==> config.mk <==
export PLATFORM = sky130hd
export DESIGN_NAME = adio_top
export DESIGN_NICKNAME = d
export VERILOG_FILES = /design/src/shared/adio_pkg.sv /design/src/verilog/adio_top.sv
export VERILOG_INCLUDE_DIRS = /design/src /design/src/shared
export SDC_FILE = /design/constraint.sdc
export NUM_CORES = 1
export LEC_CHECK = 0
export ABC_CLOCK_PERIOD_IN_PS = 6700
export BUFFER_PORTS_ARGS = -buffer_cell sky130_fd_sc_hd__buf_2
export CAP_MARGIN = 25
export CORE_ASPECT_RATIO = 1.4
export CORE_MARGIN = 3
export CORE_UTILIZATION = 64
export CTS_CLUSTER_SIZE = 20
export DETAILED_ROUTE_END_ITERATION = 8
export GPL_TIMING_DRIVEN = 0
export PLACE_DENSITY = 0.88
export SETUP_SLACK_MARGIN = 0.4
export SLEW_MARGIN = 10
export SYNTH_ARGS = -nofsm -noshare
export SYNTH_HDL_FRONTEND = slang
export SYNTH_SLANG_ARGS = --single-unit
export TNS_END_PERCENT = 50
==> constraint.sdc <==
create_clock -name aclk -period 6.7 [get_ports aclk]
set_clock_uncertainty 0.15 [all_clocks]
set_input_delay 1.005 -clock aclk [delete_from_list [all_inputs] [get_ports aclk]]
set_output_delay 1.005 -clock aclk [all_outputs]
set_load 0.01 [all_outputs]
==> src/shared/adio_regs.svh <==
// register offsets, function codes, reset values and timing constants
`ifndef ADIO_REGS_SVH
`define ADIO_REGS_SVH

// byte offsets on the register bus
`define ADIO_OFS_IN_LO     8'h00
`define ADIO_OFS_IN_HI     8'h04
`define ADIO_OFS_OUT_LO    8'h08
`define ADIO_OFS_OUT_HI    8'h0c
`define ADIO_OFS_STATUS    8'h10
`define ADIO_OFS_REMOTE    8'h14
`define ADIO_OFS_LINK_ERR  8'h18
`define ADIO_OFS_LAST      8'h18

// input function codes
`define ADIO_FN_HOME       8'h03
`define ADIO_FN_START      8'h04
`define ADIO_FN_FREE       8'h10
`define ADIO_FN_STOP       8'h12
`define ADIO_FN_FCLR       8'h18
`define ADIO_FN_SEL0       8'h30
`define ADIO_FN_SEL1       8'h31
`define ADIO_FN_SEL2       8'h32

// output function codes
`define ADIO_FN_FAULT      8'h41
`define ADIO_FN_CAUTION    8'h42
`define ADIO_FN_READY      8'h43
`define ADIO_FN_END        8'h45
`define ADIO_FN_HOME_POS   8'h46
`define ADIO_FN_ZONE1      8'h49

// terminal reset assignments, terminal 0 first
`define ADIO_IN_DEFAULTS   '{8'h03, 8'h04, 8'h30, 8'h31, 8'h32, 8'h10, 8'h12, 8'h18}
`define ADIO_OUT_DEFAULTS  '{8'h46, 8'h45, 8'h49, 8'h43, 8'h42, 8'h41}

// switch reset values and baud table
`define ADIO_RATE_FACTORY  4'h7
`define ADIO_BAUD_0        20'd9600
`define ADIO_BAUD_1        20'd19200
`define ADIO_BAUD_2        20'd38400
`define ADIO_BAUD_3        20'd57600
`define ADIO_BAUD_4        20'd115200
`define ADIO_BAUD_7        20'd625000

// timing
`define ADIO_CLK_KHZ       20000
`define ADIO_BLINK_MS      250

`endif

==> src/shared/adio_pkg.sv <==
// types shared by the terminal mapping block
package adio_pkg;
  typedef logic [7:0] adio_code_t;
  typedef enum logic {
    ADIO_PROTO_CONVERTER = 1'b0,
    ADIO_PROTO_MODBUS    = 1'b1
  } adio_proto_t;
  typedef enum logic [1:0] {
    ADIO_RESP_OKAY   = 2'b00,
    ADIO_RESP_SLVERR = 2'b10
  } adio_resp_t;
endpackage

==> src/verilog/adio_top.sv <==
// terminal function mapping, switch decode and indicators
`timescale 1ns/10ps
`include "adio_regs.svh"

module adio_top
#(
  parameter int unsigned BLINK_HALF_CYC = `ADIO_BLINK_MS * `ADIO_CLK_KHZ
)
(
  input  wire logic                 aclk,
  input  wire logic                 aresetn,
  input  wire logic [7:0]           awaddr,
  input  wire logic                 awvalid,
  output logic                      awready,
  input  wire logic [31:0]          wdata,
  input  wire logic [3:0]           wstrb,
  input  wire logic                 wvalid,
  output logic                      wready,
  output adio_pkg::adio_resp_t      bresp,
  output logic                      bvalid,
  input  wire logic                 bready,
  input  wire logic [7:0]           araddr,
  input  wire logic                 arvalid,
  output logic                      arready,
  output logic [31:0]               rdata,
  output adio_pkg::adio_resp_t      rresp,
  output logic                      rvalid,
  input  wire logic                 rready,
  input  wire logic [7:0]           input_terminal,
  output logic [5:0]                output_terminal,
  input  wire logic [3:0]           axis_rotary_switch,
  input  wire logic [3:0]           rate_select_switch,
  input  wire logic [1:0]           function_dip_switch,
  input  wire logic                 home_position,
  input  wire logic                 move_done,
  input  wire logic                 moving_state,
  input  wire logic                 ready_state,
  input  wire logic                 zone_one_flag,
  input  wire logic                 zone_two_flag,
  input  wire logic                 zone_three_flag,
  input  wire logic                 caution_output,
  input  wire logic                 fault_output,
  input  wire logic                 torque_limit_output,
  input  wire logic                 step_timing_output,
  input  wire logic                 serial_busy_output,
  input  wire logic                 limit_pos_sensor,
  input  wire logic                 limit_neg_sensor,
  input  wire logic                 home_sensor,
  input  wire logic                 slit_sensor,
  input  wire logic                 rx_active,
  input  wire logic                 tx_active,
  input  wire logic                 comm_error_event,
  output logic                      home_req,
  output logic                      start_req,
  output logic                      data_select_bit0,
  output logic                      data_select_bit1,
  output logic                      data_select_bit2,
  output logic [2:0]                data_select_high,
  output logic                      motor_free,
  output logic                      halt_req,
  output logic                      fault_clear,
  output logic [53:0]               input_function_levels,
  output logic [4:0]                axis_number,
  output logic [3:0]                rate_code,
  output logic [19:0]               baud_rate,
  output logic                      rate_valid,
  output adio_pkg::adio_proto_t     protocol,
  output logic                      supply_lamp,
  output logic                      fault_lamp,
  output logic                      link_activity_lamp,
  output logic                      link_error_lamp
);
  import adio_pkg::*;

  localparam adio_code_t IN_DEF  [8] = `ADIO_IN_DEFAULTS;
  localparam adio_code_t OUT_DEF [6] = `ADIO_OUT_DEFAULTS;
  localparam logic [22:0] BLINK_LAST = 23'(BLINK_HALF_CYC - 1);

  adio_code_t  in_code  [8];
  adio_code_t  out_code [6];
  logic [15:0] remote_bits;
  logic        link_err;
  logic        cfg_taken;
  logic [22:0] blink_cnt;
  logic        home_q;
  logic        start_q;
  logic        fclr_q;

  // write channel: address and data may arrive in either order
  logic        aw_full;
  logic        w_full;
  logic [7:0]  aw_addr_q;
  logic [31:0] w_data_q;
  logic [3:0]  w_strb_q;
  wire         aw_take     = awvalid & awready;
  wire         w_take      = wvalid & wready;
  wire         have_aw     = aw_full | aw_take;
  wire         have_w      = w_full | w_take;
  wire         do_write    = have_aw & have_w & ~bvalid;
  wire         next_bvalid = do_write | (bvalid & ~bready);
  wire [7:0]   wr_addr     = aw_take ? awaddr : aw_addr_q;
  wire [31:0]  wr_data     = w_take ? wdata : w_data_q;
  wire [3:0]   wr_strb     = w_take ? wstrb : w_strb_q;
  wire [7:0]   wr_word     = {wr_addr[7:2], 2'b00};
  wire         wr_mapped   = wr_word <= `ADIO_OFS_LAST;
  wire         wr_remote   = do_write & (wr_word == `ADIO_OFS_REMOTE);
  wire         wr_err_clr  = do_write & (wr_word == `ADIO_OFS_LINK_ERR)
                             & wr_strb[0] & wr_data[0];

  always_ff @(posedge aclk)
  begin
    if (!aresetn)
    begin
      aw_full   <= 1'b0;
      w_full    <= 1'b0;
      aw_addr_q <= 8'h00;
      w_data_q  <= 32'h0000_0000;
      w_strb_q  <= 4'h0;
      bvalid    <= 1'b0;
      bresp     <= ADIO_RESP_OKAY;
      awready   <= 1'b0;
      wready    <= 1'b0;
    end
    else
    begin
      aw_full <= have_aw & ~do_write;
      w_full  <= have_w & ~do_write;
      if (aw_take)
        aw_addr_q <= awaddr;
      if (w_take)
      begin
        w_data_q <= wdata;
        w_strb_q <= wstrb;
      end
      bvalid  <= next_bvalid;
      awready <= ~(have_aw & ~do_write) & ~next_bvalid;
      wready  <= ~(have_w & ~do_write) & ~next_bvalid;
      if (do_write)
        bresp <= wr_mapped ? ADIO_RESP_OKAY : ADIO_RESP_SLVERR;
    end
  end

  // read channel
  wire         rd_take     = arvalid & arready;
  wire         next_rvalid = rd_take | (rvalid & ~rready);
  wire [7:0]   rd_word     = {araddr[7:2], 2'b00};
  wire [31:0]  status_word = {5'h00, fault_output, link_err, protocol,
                              rate_valid, rate_code, axis_number,
                              output_terminal, input_terminal};
  wire [31:0]  rd_data =
    (rd_word == `ADIO_OFS_IN_LO)    ?
      {in_code[3], in_code[2], in_code[1], in_code[0]} :
    (rd_word == `ADIO_OFS_IN_HI)    ?
      {in_code[7], in_code[6], in_code[5], in_code[4]} :
    (rd_word == `ADIO_OFS_OUT_LO)   ?
      {out_code[3], out_code[2], out_code[1], out_code[0]} :
    (rd_word == `ADIO_OFS_OUT_HI)   ? {16'h0000, out_code[5], out_code[4]} :
    (rd_word == `ADIO_OFS_STATUS)   ? status_word :
    (rd_word == `ADIO_OFS_REMOTE)   ? {16'h0000, remote_bits} :
    (rd_word == `ADIO_OFS_LINK_ERR) ? {31'h0000_0000, link_err} :
    32'h0000_0000;

  always_ff @(posedge aclk)
  begin
    if (!aresetn)
    begin
      rvalid  <= 1'b0;
      arready <= 1'b0;
      rdata   <= 32'h0000_0000;
      rresp   <= ADIO_RESP_OKAY;
    end
    else
    begin
      rvalid  <= next_rvalid;
      arready <= ~next_rvalid;
      if (rd_take)
      begin
        rdata <= rd_data;
        rresp <= (rd_word <= `ADIO_OFS_LAST) ? ADIO_RESP_OKAY
                                             : ADIO_RESP_SLVERR;
      end
    end
  end

  // function code storage, one byte lane per terminal
  genvar t;
  generate
    for (t = 0; t < 8; t++)
    begin : g_in_code
      wire sel = do_write & wr_strb[t % 4]
                 & (wr_word == 8'(`ADIO_OFS_IN_LO + 4 * (t / 4)));
      always_ff @(posedge aclk)
      begin
        if (!aresetn)
          in_code[t] <= IN_DEF[t];
        else if (sel)
          in_code[t] <= wr_data[8 * (t % 4) +: 8];
      end
    end
    for (t = 0; t < 6; t++)
    begin : g_out_code
      wire sel = do_write & wr_strb[t % 4]
                 & (wr_word == 8'(`ADIO_OFS_OUT_LO + 4 * (t / 4)));
      always_ff @(posedge aclk)
      begin
        if (!aresetn)
          out_code[t] <= OUT_DEF[t];
        else if (sel)
          out_code[t] <= wr_data[8 * (t % 4) +: 8];
      end
    end
  endgenerate

  // several terminals may share one function; any of them asserts it
  logic [53:0] func_in;
  assign func_in[0] = 1'b0;
  genvar f;
  generate
    for (f = 1; f < 54; f++)
    begin : g_func
      wire [7:0] hits;
      for (t = 0; t < 8; t++)
      begin : g_hit
        assign hits[t] = input_terminal[t]
                         & (in_code[t] == 8'(f));
      end
      assign func_in[f] = |hits;
    end
  endgenerate

  // requests toward the motion core; home, start and fault clear fire on the rising edge, the rest follow the level
  always_ff @(posedge aclk)
  begin
    if (!aresetn)
    begin
      home_q                <= 1'b0;
      start_q               <= 1'b0;
      fclr_q                <= 1'b0;
      home_req              <= 1'b0;
      start_req             <= 1'b0;
      fault_clear           <= 1'b0;
      data_select_bit0      <= 1'b0;
      data_select_bit1      <= 1'b0;
      data_select_bit2      <= 1'b0;
      data_select_high      <= 3'h0;
      motor_free            <= 1'b0;
      halt_req              <= 1'b0;
      input_function_levels <= 54'h0;
    end
    else
    begin
      home_q                <= func_in[3];
      start_q               <= func_in[4];
      fclr_q                <= func_in[24];
      home_req              <= func_in[3] & ~home_q;
      start_req             <= func_in[4] & ~start_q;
      fault_clear           <= func_in[24] & ~fclr_q;
      data_select_bit0      <= func_in[48];
      data_select_bit1      <= func_in[49];
      data_select_bit2      <= func_in[50];
      data_select_high      <= func_in[53:51];
      motor_free            <= func_in[16];
      halt_req              <= func_in[18];
      input_function_levels <= func_in;
    end
  end

  // output function sources, indexed by code
  wire [127:0] out_src;
  assign out_src[0]      = 1'b0;
  assign out_src[18:1]   = func_in[18:1];
  assign out_src[31:19]  = 13'h0000;
  assign out_src[47:32]  = remote_bits;
  assign out_src[53:48]  = func_in[53:48];
  assign out_src[59:54]  = 6'h00;
  assign out_src[60]     = limit_pos_sensor;
  assign out_src[61]     = limit_neg_sensor;
  assign out_src[62]     = home_sensor;
  assign out_src[63]     = slit_sensor;
  assign out_src[64]     = 1'b0;
  assign out_src[65]     = ~fault_output;
  assign out_src[66]     = caution_output;
  assign out_src[67]     = ready_state;
  assign out_src[68]     = moving_state;
  assign out_src[69]     = move_done;
  assign out_src[70]     = home_position;
  assign out_src[71]     = torque_limit_output;
  assign out_src[72]     = step_timing_output;
  assign out_src[73]     = zone_one_flag;
  assign out_src[74]     = zone_two_flag;
  assign out_src[75]     = zone_three_flag;
  assign out_src[79:76]  = 4'h0;
  assign out_src[80]     = serial_busy_output;
  assign out_src[127:81] = 47'h0;

  genvar k;
  generate
    for (k = 0; k < 6; k++)
    begin : g_out
      wire pick = ~out_code[k][7] & out_src[out_code[k][6:0]];
      always_ff @(posedge aclk)
      begin
        if (!aresetn)
          output_terminal[k] <= 1'b0;
        else
          output_terminal[k] <= pick;
      end

    end
    for (t = 0; t < 8; t++)
    begin : g_in_chk

    end
  endgenerate

  // switch values are taken once after reset so a knock mid-run is harmless
  logic [19:0] baud_dec;
  assign baud_dec =
    (rate_select_switch == 4'h0) ? `ADIO_BAUD_0 :
    (rate_select_switch == 4'h1) ? `ADIO_BAUD_1 :
    (rate_select_switch == 4'h2) ? `ADIO_BAUD_2 :
    (rate_select_switch == 4'h3) ? `ADIO_BAUD_3 :
    (rate_select_switch == 4'h4) ? `ADIO_BAUD_4 :
    (rate_select_switch == 4'h7) ? `ADIO_BAUD_7 : 20'd0;

  always_ff @(posedge aclk)
  begin
    if (!aresetn)
    begin
      cfg_taken   <= 1'b0;
      axis_number <= 5'h00;
      rate_code   <= `ADIO_RATE_FACTORY;
      baud_rate   <= `ADIO_BAUD_7;
      rate_valid  <= 1'b1;
      protocol    <= ADIO_PROTO_CONVERTER;
    end
    else if (!cfg_taken)
    begin
      cfg_taken   <= 1'b1;
      axis_number <= {function_dip_switch[0],
                      axis_rotary_switch};
      rate_code   <= rate_select_switch;
      baud_rate   <= baud_dec;
      rate_valid  <= baud_dec != 20'd0;
      protocol    <= adio_proto_t'(function_dip_switch[1]);
    end
  end

  // indicators, remote bits and the sticky link error
  always_ff @(posedge aclk)
  begin
    if (!aresetn)
    begin
      supply_lamp        <= 1'b0;
      link_activity_lamp <= 1'b0;
      link_err           <= 1'b0;
      link_error_lamp    <= 1'b0;
      remote_bits        <= 16'h0000;
      blink_cnt          <= 23'h0;
      fault_lamp         <= 1'b0;
    end
    else
    begin
      supply_lamp        <= 1'b1;
      link_activity_lamp <= rx_active | tx_active;
      // a new error in the clearing cycle still wins
      link_err           <= comm_error_event
                            | (link_err & ~wr_err_clr);
      link_error_lamp    <= comm_error_event
                            | (link_err & ~wr_err_clr);
      if (wr_remote & wr_strb[0])
        remote_bits[7:0] <= wr_data[7:0];
      if (wr_remote & wr_strb[1])
        remote_bits[15:8] <= wr_data[15:8];
      if (!fault_output)
      begin
        blink_cnt  <= 23'h0;
        fault_lamp <= 1'b0;
      end
      else if (blink_cnt == BLINK_LAST)
      begin
        blink_cnt  <= 23'h0;
        fault_lamp <= ~fault_lamp;
      end
      else
        blink_cnt <= blink_cnt + 23'h1;
    end
  end
endmodule

==> out/metrics.yaml, run 1 <==
outcome:
  status: "did not finish"
  stop_stage: "global routing (5_1_grt)"
  first-error: "[ERROR GRT-0116] Global routing finished with congestion. Check the congestion regions in the DRC Viewer."
logic_synthesis:
  avgSynthCellArea_um2: 8.73
  synth.mux.area_fraction: 0.110
  synth_top_family_by_area: "simple AND/OR/NAND/NOR gates"
  ys_ff_latch: 322
  synth_top_area_share: 0.213
  yosysWarnings: 0
  synth_compound_area_frac: 0.178
  seq_area_frac_synth: 0.383
  synth.area.top_cells: "dfxtp_1 (21%), edfxtp_1 (17%), mux4_2 (6.5%)"
  synth_edf_count: 112
  synthCells: 2261
  synth_area_mm2: 0.0197
  async_flop_share: 0
  synth_cell_types: 87
  yosys.area_share.simple: 0.258
  ys.flop_type: "dfxtp_1"
  synth_top_area_cell: "dfxtp_1"
  synth_xor_area_frac: 0.00976
  synth_fa_ha_area_frac: 0.000634
clocking:
  post_cts_resized: 0
  cts_buffers: 29
  htree_levels: 1
  postCtsSetupBuffers: 0
  root_buffer: "clkbuf_16"
  clock-sinks: 322
  postCtsHoldBufs: 0
  cts.path.max_buffers: 3
floorplan:
  die_w_um: 154
  io_pins: 243
  initial_core_util: 0.653
  chipHeight_um: 214
  num_rows: 75
global_route:
  grt_pass1_wl_um: 153000
  grt.total_usage: 0.620
  grt_start_max_net_pins: 17
  grt-ovfl-total: 50
  grt_pass1_vias: 23600
place:
  io_buffers: 227
  dp_hpwl_um: 66800
  gp_congestion: 1.58
  place_ws_ns: 2.06
==> cell families after synthesis <==
kind of cell | Yosys count
multiplexers | 144
AO/OA/AOI/OAI | 503
AND/OR/NAND/NOR | 994
other | 1
buffers and inverters | 274
XOR/XNOR | 22
adder cells (fa/ha/maj) | 1
flip-flops | 322
==> metrics by stage <==
stage                     area [um^2]   util  std cells
after global placement          21400  0.708       2881
after CTS                       22400  0.742       2946
after floorplan                 19800      -       2269
after detailed placement        21500  0.711       2892
==> cell usage after synthesis (14+ instances only) <==
library cell,number
buf_4,25
a211oi_1,22
dfxtp_1,210
o22ai_1,22
o21ai_0,62
and2_1,24
a22o_1,19
nand2b_1,54
clkbuf_1,144
a2111oi_0,17
buf_2,19
a31oi_1,32
edfxtp_1,112
nand2_1,172
or2_2,17
nor4_1,51
mux2_2,20
a22oi_1,82
mux4_2,57
inv_1,68
and3_1,19
nor2b_1,17
a21oi_1,107
a32oi_1,14
nor2_1,317
nand4_1,26
mux2i_1,67
a221oi_1,48
nand3_1,74
nor3_1,109
nor4b_1,15
==> per-layer routing <==
metal,overflow,GRT usage
met5,0,0.202
met1,0,0.616
met3,0,0.496
met4,15,0.572
met2,35,0.786
==> run 2, diff against run 1 <==
--- a/config.mk
+++ b/config.mk
@@ -9,14 +9,11 @@
 export ABC_CLOCK_PERIOD_IN_PS = 6700
 export BUFFER_PORTS_ARGS = -buffer_cell sky130_fd_sc_hd__buf_2
 export CAP_MARGIN = 25
-export CORE_ASPECT_RATIO = 1.4
 export CORE_MARGIN = 3
-export CORE_UTILIZATION = 64
-export CTS_CLUSTER_SIZE = 20
+export CORE_UTILIZATION = 40
 export DETAILED_ROUTE_END_ITERATION = 8
 export GPL_TIMING_DRIVEN = 0
-export PLACE_DENSITY = 0.88
-export SETUP_SLACK_MARGIN = 0.4
+export PLACE_DENSITY_LB_ADDON = 0.15
 export SLEW_MARGIN = 10
 export SYNTH_ARGS = -nofsm -noshare
 export SYNTH_HDL_FRONTEND = slang
==> out/metrics.yaml, run 2 <==
power:
  swShare: 0.282
  vdd_drop_max_mv: 0.236
  p_leak_nw: 8.56
  switchingPower_mw: 1.37
  powerDensity_mw_per_mm2: 207
  pwr-share-clk: 0.440
  p_seq_frac: 0.441
  total_power_mw: 4.84
  intPower_mw: 3.47
  p_comb_frac: 0.120
drt:
  vias: 21900
  antenna_left: 0
  drc: 0
  avgRoutedWirePerCell_um: 34.9
  drt-pass1-iter-count: 8
  routed_via_density: 6.75
  wirelength_um: 113000
  drtIter0Drc: 3094
global_route:
  grt_pass1_vias: 20700
  antenna_found_initial: 3
  grt.total_usage: 0.418
  grt-ovfl-total: 0
  grt_pass1_wl_um: 157000
  grt_start_max_net_pins: 15
timing:
  finalHoldViolCount: 0
  slew_viol_final: 0
  relSlewSlack: 0.225
  min_period_over_period: 0.718
  rsz0062_at_grt: "no"
  fmaxAchievable_mhz: 208
  setup_viol_count_final: 0
  whs_ns: 0.262
  finalWorstSetupSlack_ns: 1.89
  fin_crit_ns: 4.81
  tightest_slew_ns: 1.16
  fin_setup_tns_ns: 0
clocking:
  clk_pin_slew_ns: 0.06
  cts_buffers: 37
  clk_latency_ns: 0.60
  clock-sinks: 322
  tritoncts: "yes"
  root_buffer: "clkbuf_16"
  cts.path.max_buffers: 3
  postCtsSetupBuffers: 0
  postCtsHoldBufs: 0
  htree_levels: 2
  post_cts_resized: 0
floorplan:
  core_mm2: 0.0482
  num_rows: 80
  initial_core_util: 0.409
  dieArea_mm2: 0.0520
  chipHeight_um: 228
  io_pins: 243
  die_w_um: 228
logic_synthesis:
  synth_cell_types: 87
  synth_top_area_cell: "dfxtp_1"
  synth_area_mm2: 0.0197
  synth_top_area_share: 0.213
  ys.flop_type: "dfxtp_1"
  ys_ff_latch: 322
  yosysWarnings: 0
  ys_top_cells_by_count: "nor2_1 (317), dfxtp_1 (210), nand2_1 (172)"
  seq_area_frac_synth: 0.383
  synthCells: 2261
  synth.most_common_cell: "nor2_1"
  synth.area.top_cells: "dfxtp_1 (21%), edfxtp_1 (17%), mux4_2 (6.5%)"
  avgSynthCellArea_um2: 8.73
  synth_edf_count: 112
  async_flop_share: 0
setup_path:
  slowest_stage: "a2111oi_0"
  worst-r2r-cell-count: 10
  reg2reg_slack_ns: 1.89
  slowest_delay_ns: 0.90
  cp_max_fo: 10
  cp_cell_sequence: "clkbuf_1 -> nand2b_1 -> nor4_2 -> buf_4 -> a2111oi_0 -> nand3_1 -> mux4_2 -> and3_1 -> o41ai_1 -> a21oi_1"
  rr_startpoint: "in_code[0][26]"
  worstSetupPathType: "flop to flop"
  r2r_end: "output_terminal[1]"
  cp-start-kind: "flop"
  critPathArrivalTime_ns: 5.11
  cp.required_ns: 7.00
  worst-path-buf-inv: 2
  crit_family: "compound AO/OA/AOI/OAI gates"
  critPathCaptureType: "flop"
layout:
  final_common_cell: "nor2_1"
  nets: 2658
  regMostFlops: "in_code"
  final_cell_mix: "nor2_1 (316), buf_2 (253), dfxtp_1 (210)"
  reg.largest.list: "in_code: 64 flops, input_function_levels: 50 flops, out_code: 48 flops"
  largest_reg_flops: 64
  syn_to_final_growth_pct: 18.3
  final_layout_size_suffix_gt1_frac: 0.190
place:
  dp_hpwl_um: 89200
  gp_congestion: 1.08
  io_buffers: 227
  place_ws_ns: 1.72
flow_run:
  cap_violations: 0
hold_path:
  worstHoldPathType: "flop to flop"
  whs_path_depth: 1
  min_to: "fault_clear"
  min_from: "input_function_levels[24]"
outcome:
  status: "complete, no violations"
==> run 2: cell counts after synthesis <==
Identical to the previous run, type by type.
==> run 2: layout make-up <==
type                            count  area [um^2]
Fill cell                        4717        24900
Multi-Input combinational cell   1673        11100
Sequential cell                   322         7570
Timing Repair Buffer              253         1380
Clock buffer                       48         1030
Buffer                            203          903
Tap cell                          656          821
Inverter                           71          267
Clock inverter                     20          243
Antenna cell                        6         15.0
==> run 2: cells by family after synthesis <==
| group | after synthesis | share of synthesized area |
|---|---|---|
| flip-flops | 322 | 0.383 |
| multiplexers | 144 | 0.110 |
| adder cells (fa/ha/maj) | 1 | 0.000634 |
| XOR/XNOR | 22 | 0.00976 |
| AND/OR/NAND/NOR | 994 | 0.258 |
| AO/OA/AOI/OAI | 503 | 0.178 |
| buffers and inverters | 274 | 0.0592 |
| other | 1 | 0.000190 |
==> run 2: power by group through the flow <==
stage | Clock [mW] | Sequential, mW | Combinational (mW)
floorplan | 0 | 2.15 | 0.281
global placement | 0 | 2.17 | 0.537
detailed placement | 0 | 2.17 | 0.549
CTS | 2.13 | 2.13 | 0.552
global route | 2.21 | 2.13 | 0.598
finish | 2.13 | 2.13 | 0.581
==> run 2: worst max-delay path by stage <==
stage / cells after the start / end / start
after floorplan: 10 / output_terminal[1] / input_terminal[3]
after global placement: 10 / output_terminal[5] / input_terminal[2]
after detailed placement: 11 / output_terminal[1] / input_terminal[4]
after CTS: 10 / output_terminal[1] / in_code[0][26]
after global routing: 10 / output_terminal[1] / in_code[0][26]
final: 10 / output_terminal[1] / in_code[0][26]
==> run 2: stage by stage <==
step	cell area, um^2	utilization	cells
finish	23300	0.484	3252
global route	23300	0.483	3246
CTS	23300	0.482	3241
detailed placement	22000	0.456	3173
global placement	21700	0.450	3152
floorplan	19800	-	2269
==> run 2: per-layer routing <==
metal / GRT usage / share of wire / up-vias
met2: 0.611 / 0.42 / 1765
met1: 0.534 / 0.38 / 10600
met4: 0.263 / 0.078 / 4
met3: 0.135 / 0.12 / 413
met5: 0 / 0.0016 / -
li1: - / - / 9120
(Power assumes the default switching activity.)
==> run 3, diff against run 2 <==
--- a/config.mk
+++ b/config.mk
@@ -6,7 +6,8 @@
 export SDC_FILE = /design/constraint.sdc
 export NUM_CORES = 1
 export LEC_CHECK = 0
-export ABC_CLOCK_PERIOD_IN_PS = 6700
+export ABC_AREA = 1
+export ABC_CLOCK_PERIOD_IN_PS = 4400
 export BUFFER_PORTS_ARGS = -buffer_cell sky130_fd_sc_hd__buf_2
 export CAP_MARGIN = 25
 export CORE_MARGIN = 3
==> constraint.sdc (replaced) <==
create_clock -name aclk -period 4.4 [get_ports aclk]
set_clock_uncertainty 0.15 [all_clocks]
set_input_delay 0.66 -clock aclk [delete_from_list [all_inputs] [get_ports aclk]]
set_output_delay 0.66 -clock aclk [all_outputs]
set_load 0.01 [all_outputs]
==> out/metrics.yaml, run 3 <==
power:
  p_seq_frac: 0.443
  switchingPower_mw: 2.10
  vdd_drop_max_mv: 0.273
  swShare: 0.285
  intPower_mw: 5.26
  pwr-share-clk: 0.425
  p_leak_nw: 10.3
  p_comb_frac: 0.132
  powerDensity_mw_per_mm2: 309
floorplan:
  core_mm2: 0.0504
  num_rows: 82
  io_pins: 243
  die_w_um: 232
  initial_core_util: 0.407
  dieArea_mm2: 0.0540
  chipHeight_um: 232
global_route:
  antenna_found_initial: 3
  met3_usage: 0.119
  grt_start_max_net_pins: 14
  grt.total_usage: 0.402
  grt_pass1_wl_um: 156000
  grt_use_met1: 0.547
  met2_usage: 0.568
  grt-ovfl-total: 0
  top_usage_layer: "met2"
  grt_pass1_vias: 22500
layout:
  regMostFlops: "in_code"
  syn_to_final_growth_pct: 16.3
  final_cells: 4083
  reg.largest.list: "in_code: 64 flops, input_function_levels: 50 flops, out_code: 48 flops"
  final_cell_mix: "nand2_1 (646), nor2_1 (492), nand3_1 (306)"
  final_layout_size_suffix_gt1_frac: 0.137
  stdcell_area_mm2: 0.0238
  nets: 3477
  fill_cells: 5310
  final_common_cell: "nand2_1"
  largest_reg_flops: 64
  register_area_mm2: 0.00757
  multi_input_area_mm2: 0.0110
logic_synthesis:
  synth.area.top_cells: "dfxtp_1 (21%), edfxtp_1 (16%), nand2_1 (12%)"
  ys.flop_type: "dfxtp_1"
  synth_top_area_share: 0.205
  synth_cell_types: 63
  async_flop_share: 0
  seq_area_frac_synth: 0.369
  yosysWarnings: 0
  synth_top_area_cell: "dfxtp_1"
  synth_edf_count: 112
  ys_ff_latch: 322
  synth_area_mm2: 0.0205
  avgSynthCellArea_um2: 6.63
  synth.most_common_cell: "nand2_1"
  synthCells: 3093
  ys_top_cells_by_count: "nand2_1 (646), nor2_1 (492), nand3_1 (306)"
place:
  dp_hpwl_um: 92000
  place_ws_ns: 1.01
  io_buffers: 228
  gp_congestion: 1.15
  placed_area_mm2: 0.0226
  dp.cells: 4010
setup_path:
  worstSetupPathType: "flop to flop"
  cp.required_ns: 4.75
  critPathArrivalTime_ns: 3.61
  critPathCaptureType: "flop"
  cp-startpoint: "in_code[0][17]"
  cp-start-kind: "flop"
  cp_max_fo: 7
  rr_startpoint: "in_code[0][17]"
timing:
  tightest_slew_ns: 1.02
  whs_ns: 0.0682
  slew_viol_final: 0
  fin_crit_ns: 3.26
  fmaxAchievable_mhz: 307
  fin_setup_tns_ns: 0
  rsz0062_at_grt: "no"
  finalHoldViolCount: 0
  setup_viol_count_final: 0
  finalWorstSetupSlack_ns: 1.14
  min_period_over_period: 0.741
  relSlewSlack: 0.318
hold_path:
  min_from: "aresetn"
  worstHoldPathType: "input port to flop"
drt:
  antenna_left: 0
  wirelength_um: 113000
  vias: 24900
  drtIter0Drc: 3947
  avgRoutedWirePerCell_um: 27.6
  drt-pass1-iter-count: 8
  routed_via_density: 6.09
  drc: 0
clocking:
  post_cts_resized: 0
  clk_pin_slew_ns: 0.06
  tritoncts: "yes"
  cts_buffers: 36
  htree_levels: 2
  clock-sinks: 322
  postCtsSetupBuffers: 0
  cts.path.max_buffers: 3
  postCtsHoldBufs: 0
  clk_latency_ns: 0.59
  root_buffer: "clkbuf_16"
flow_run:
  cap_violations: 0
outcome:
  status: "complete, no violations"
-- run 3: cell count changes after synthesis, moves of 80 or more --
cell,previous run,this run
nand2_1,172,646
nor2_1,317,492
a21oi_1,107,187
o21ai_0,62,225
nand3_1,74,306
inv_1,68,299
-- run 3: cell type report --
class / count / area share
buffer: 165 / 0.0337
tap: 672 / 0.0353
sequential: 322 / 0.317
clock buffer: 58 / 0.0457
inverter: 321 / 0.0505
timing repair buffer: 241 / 0.0524
antenna: 4 / 0.000420
multi-input combinational: 2293 / 0.460
clock inverter: 7 / 0.00499
-- run 3: power by group through the flow --
| stage | clock network, mW | registers, mW | logic (mW) |
|---|---|---|---|
| after global placement | 0 | 3.31 | 0.907 |
| final | 3.13 | 3.26 | 0.973 |
| after CTS | 3.16 | 3.25 | 0.932 |
| after floorplan | 0 | 3.30 | 0.503 |
| after detailed placement | 0 | 3.32 | 0.928 |
| after global routing | 3.27 | 3.26 | 1.03 |
-- run 3: worst max-delay path, cell delays in order (launching register included) --
cell      delay, ns
edfxtp_1       0.52
inv_1          0.12
nand2_1        0.13
nor2_1         0.30
nand2_1        0.17
o21ai_1        0.46
nor2_1         0.34
nand3_1        0.14
nand3_1        0.07
nor2b_1        0.14
nand2_1        0.07
nand2_1        0.16
nand2_1        0.07
nand2_1        0.06
nand2_1        0.13
a21oi_2        0.15
-- run 3: logic make-up (layout without fill, tap and decap cells) --
logic type,Yosys count,count (layout),synth area share
muxes,21,21,0.0103
and+or+nand+nor,1659,1659,0.348
other,1,13,0.000183
DFF,322,322,0.369
xor gates and xnor gates,4,4,0.00171
buffers and inverters,486,792,0.0979
adders and majority gates,1,1,0.000610
AOI/OAI and AO/OA,599,599,0.172
-- run 3: path summary, 6_finish.rpt --
path | end | slack, ns | depth (start not counted)
setup / recovery | output_terminal[0] | 1.14 | 15
hold / removal | cfg_taken | 0.07 | 1
setup reg to reg | output_terminal[0] | 1.14 | 15
hold reg to reg | home_req | 0.27 | 1
-- run 3: routing by layer --
layer	routed length [um]	part of all wire	vias up
li1	-	-	10900
met3	15000	0.13	351
met1	45000	0.40	11600
met4	7520	0.067	2
met5	13	0.00012	-
met2	45000	0.40	1963
-- run 3: metrics by stage --
stage | power (mW) | utilization
after floorplan | 3.80 | -
after global placement | 4.22 | 0.447
after detailed placement | 4.24 | 0.449
after CTS | 7.35 | 0.473
after global routing | 7.56 | 0.473
final | 7.36 | 0.473
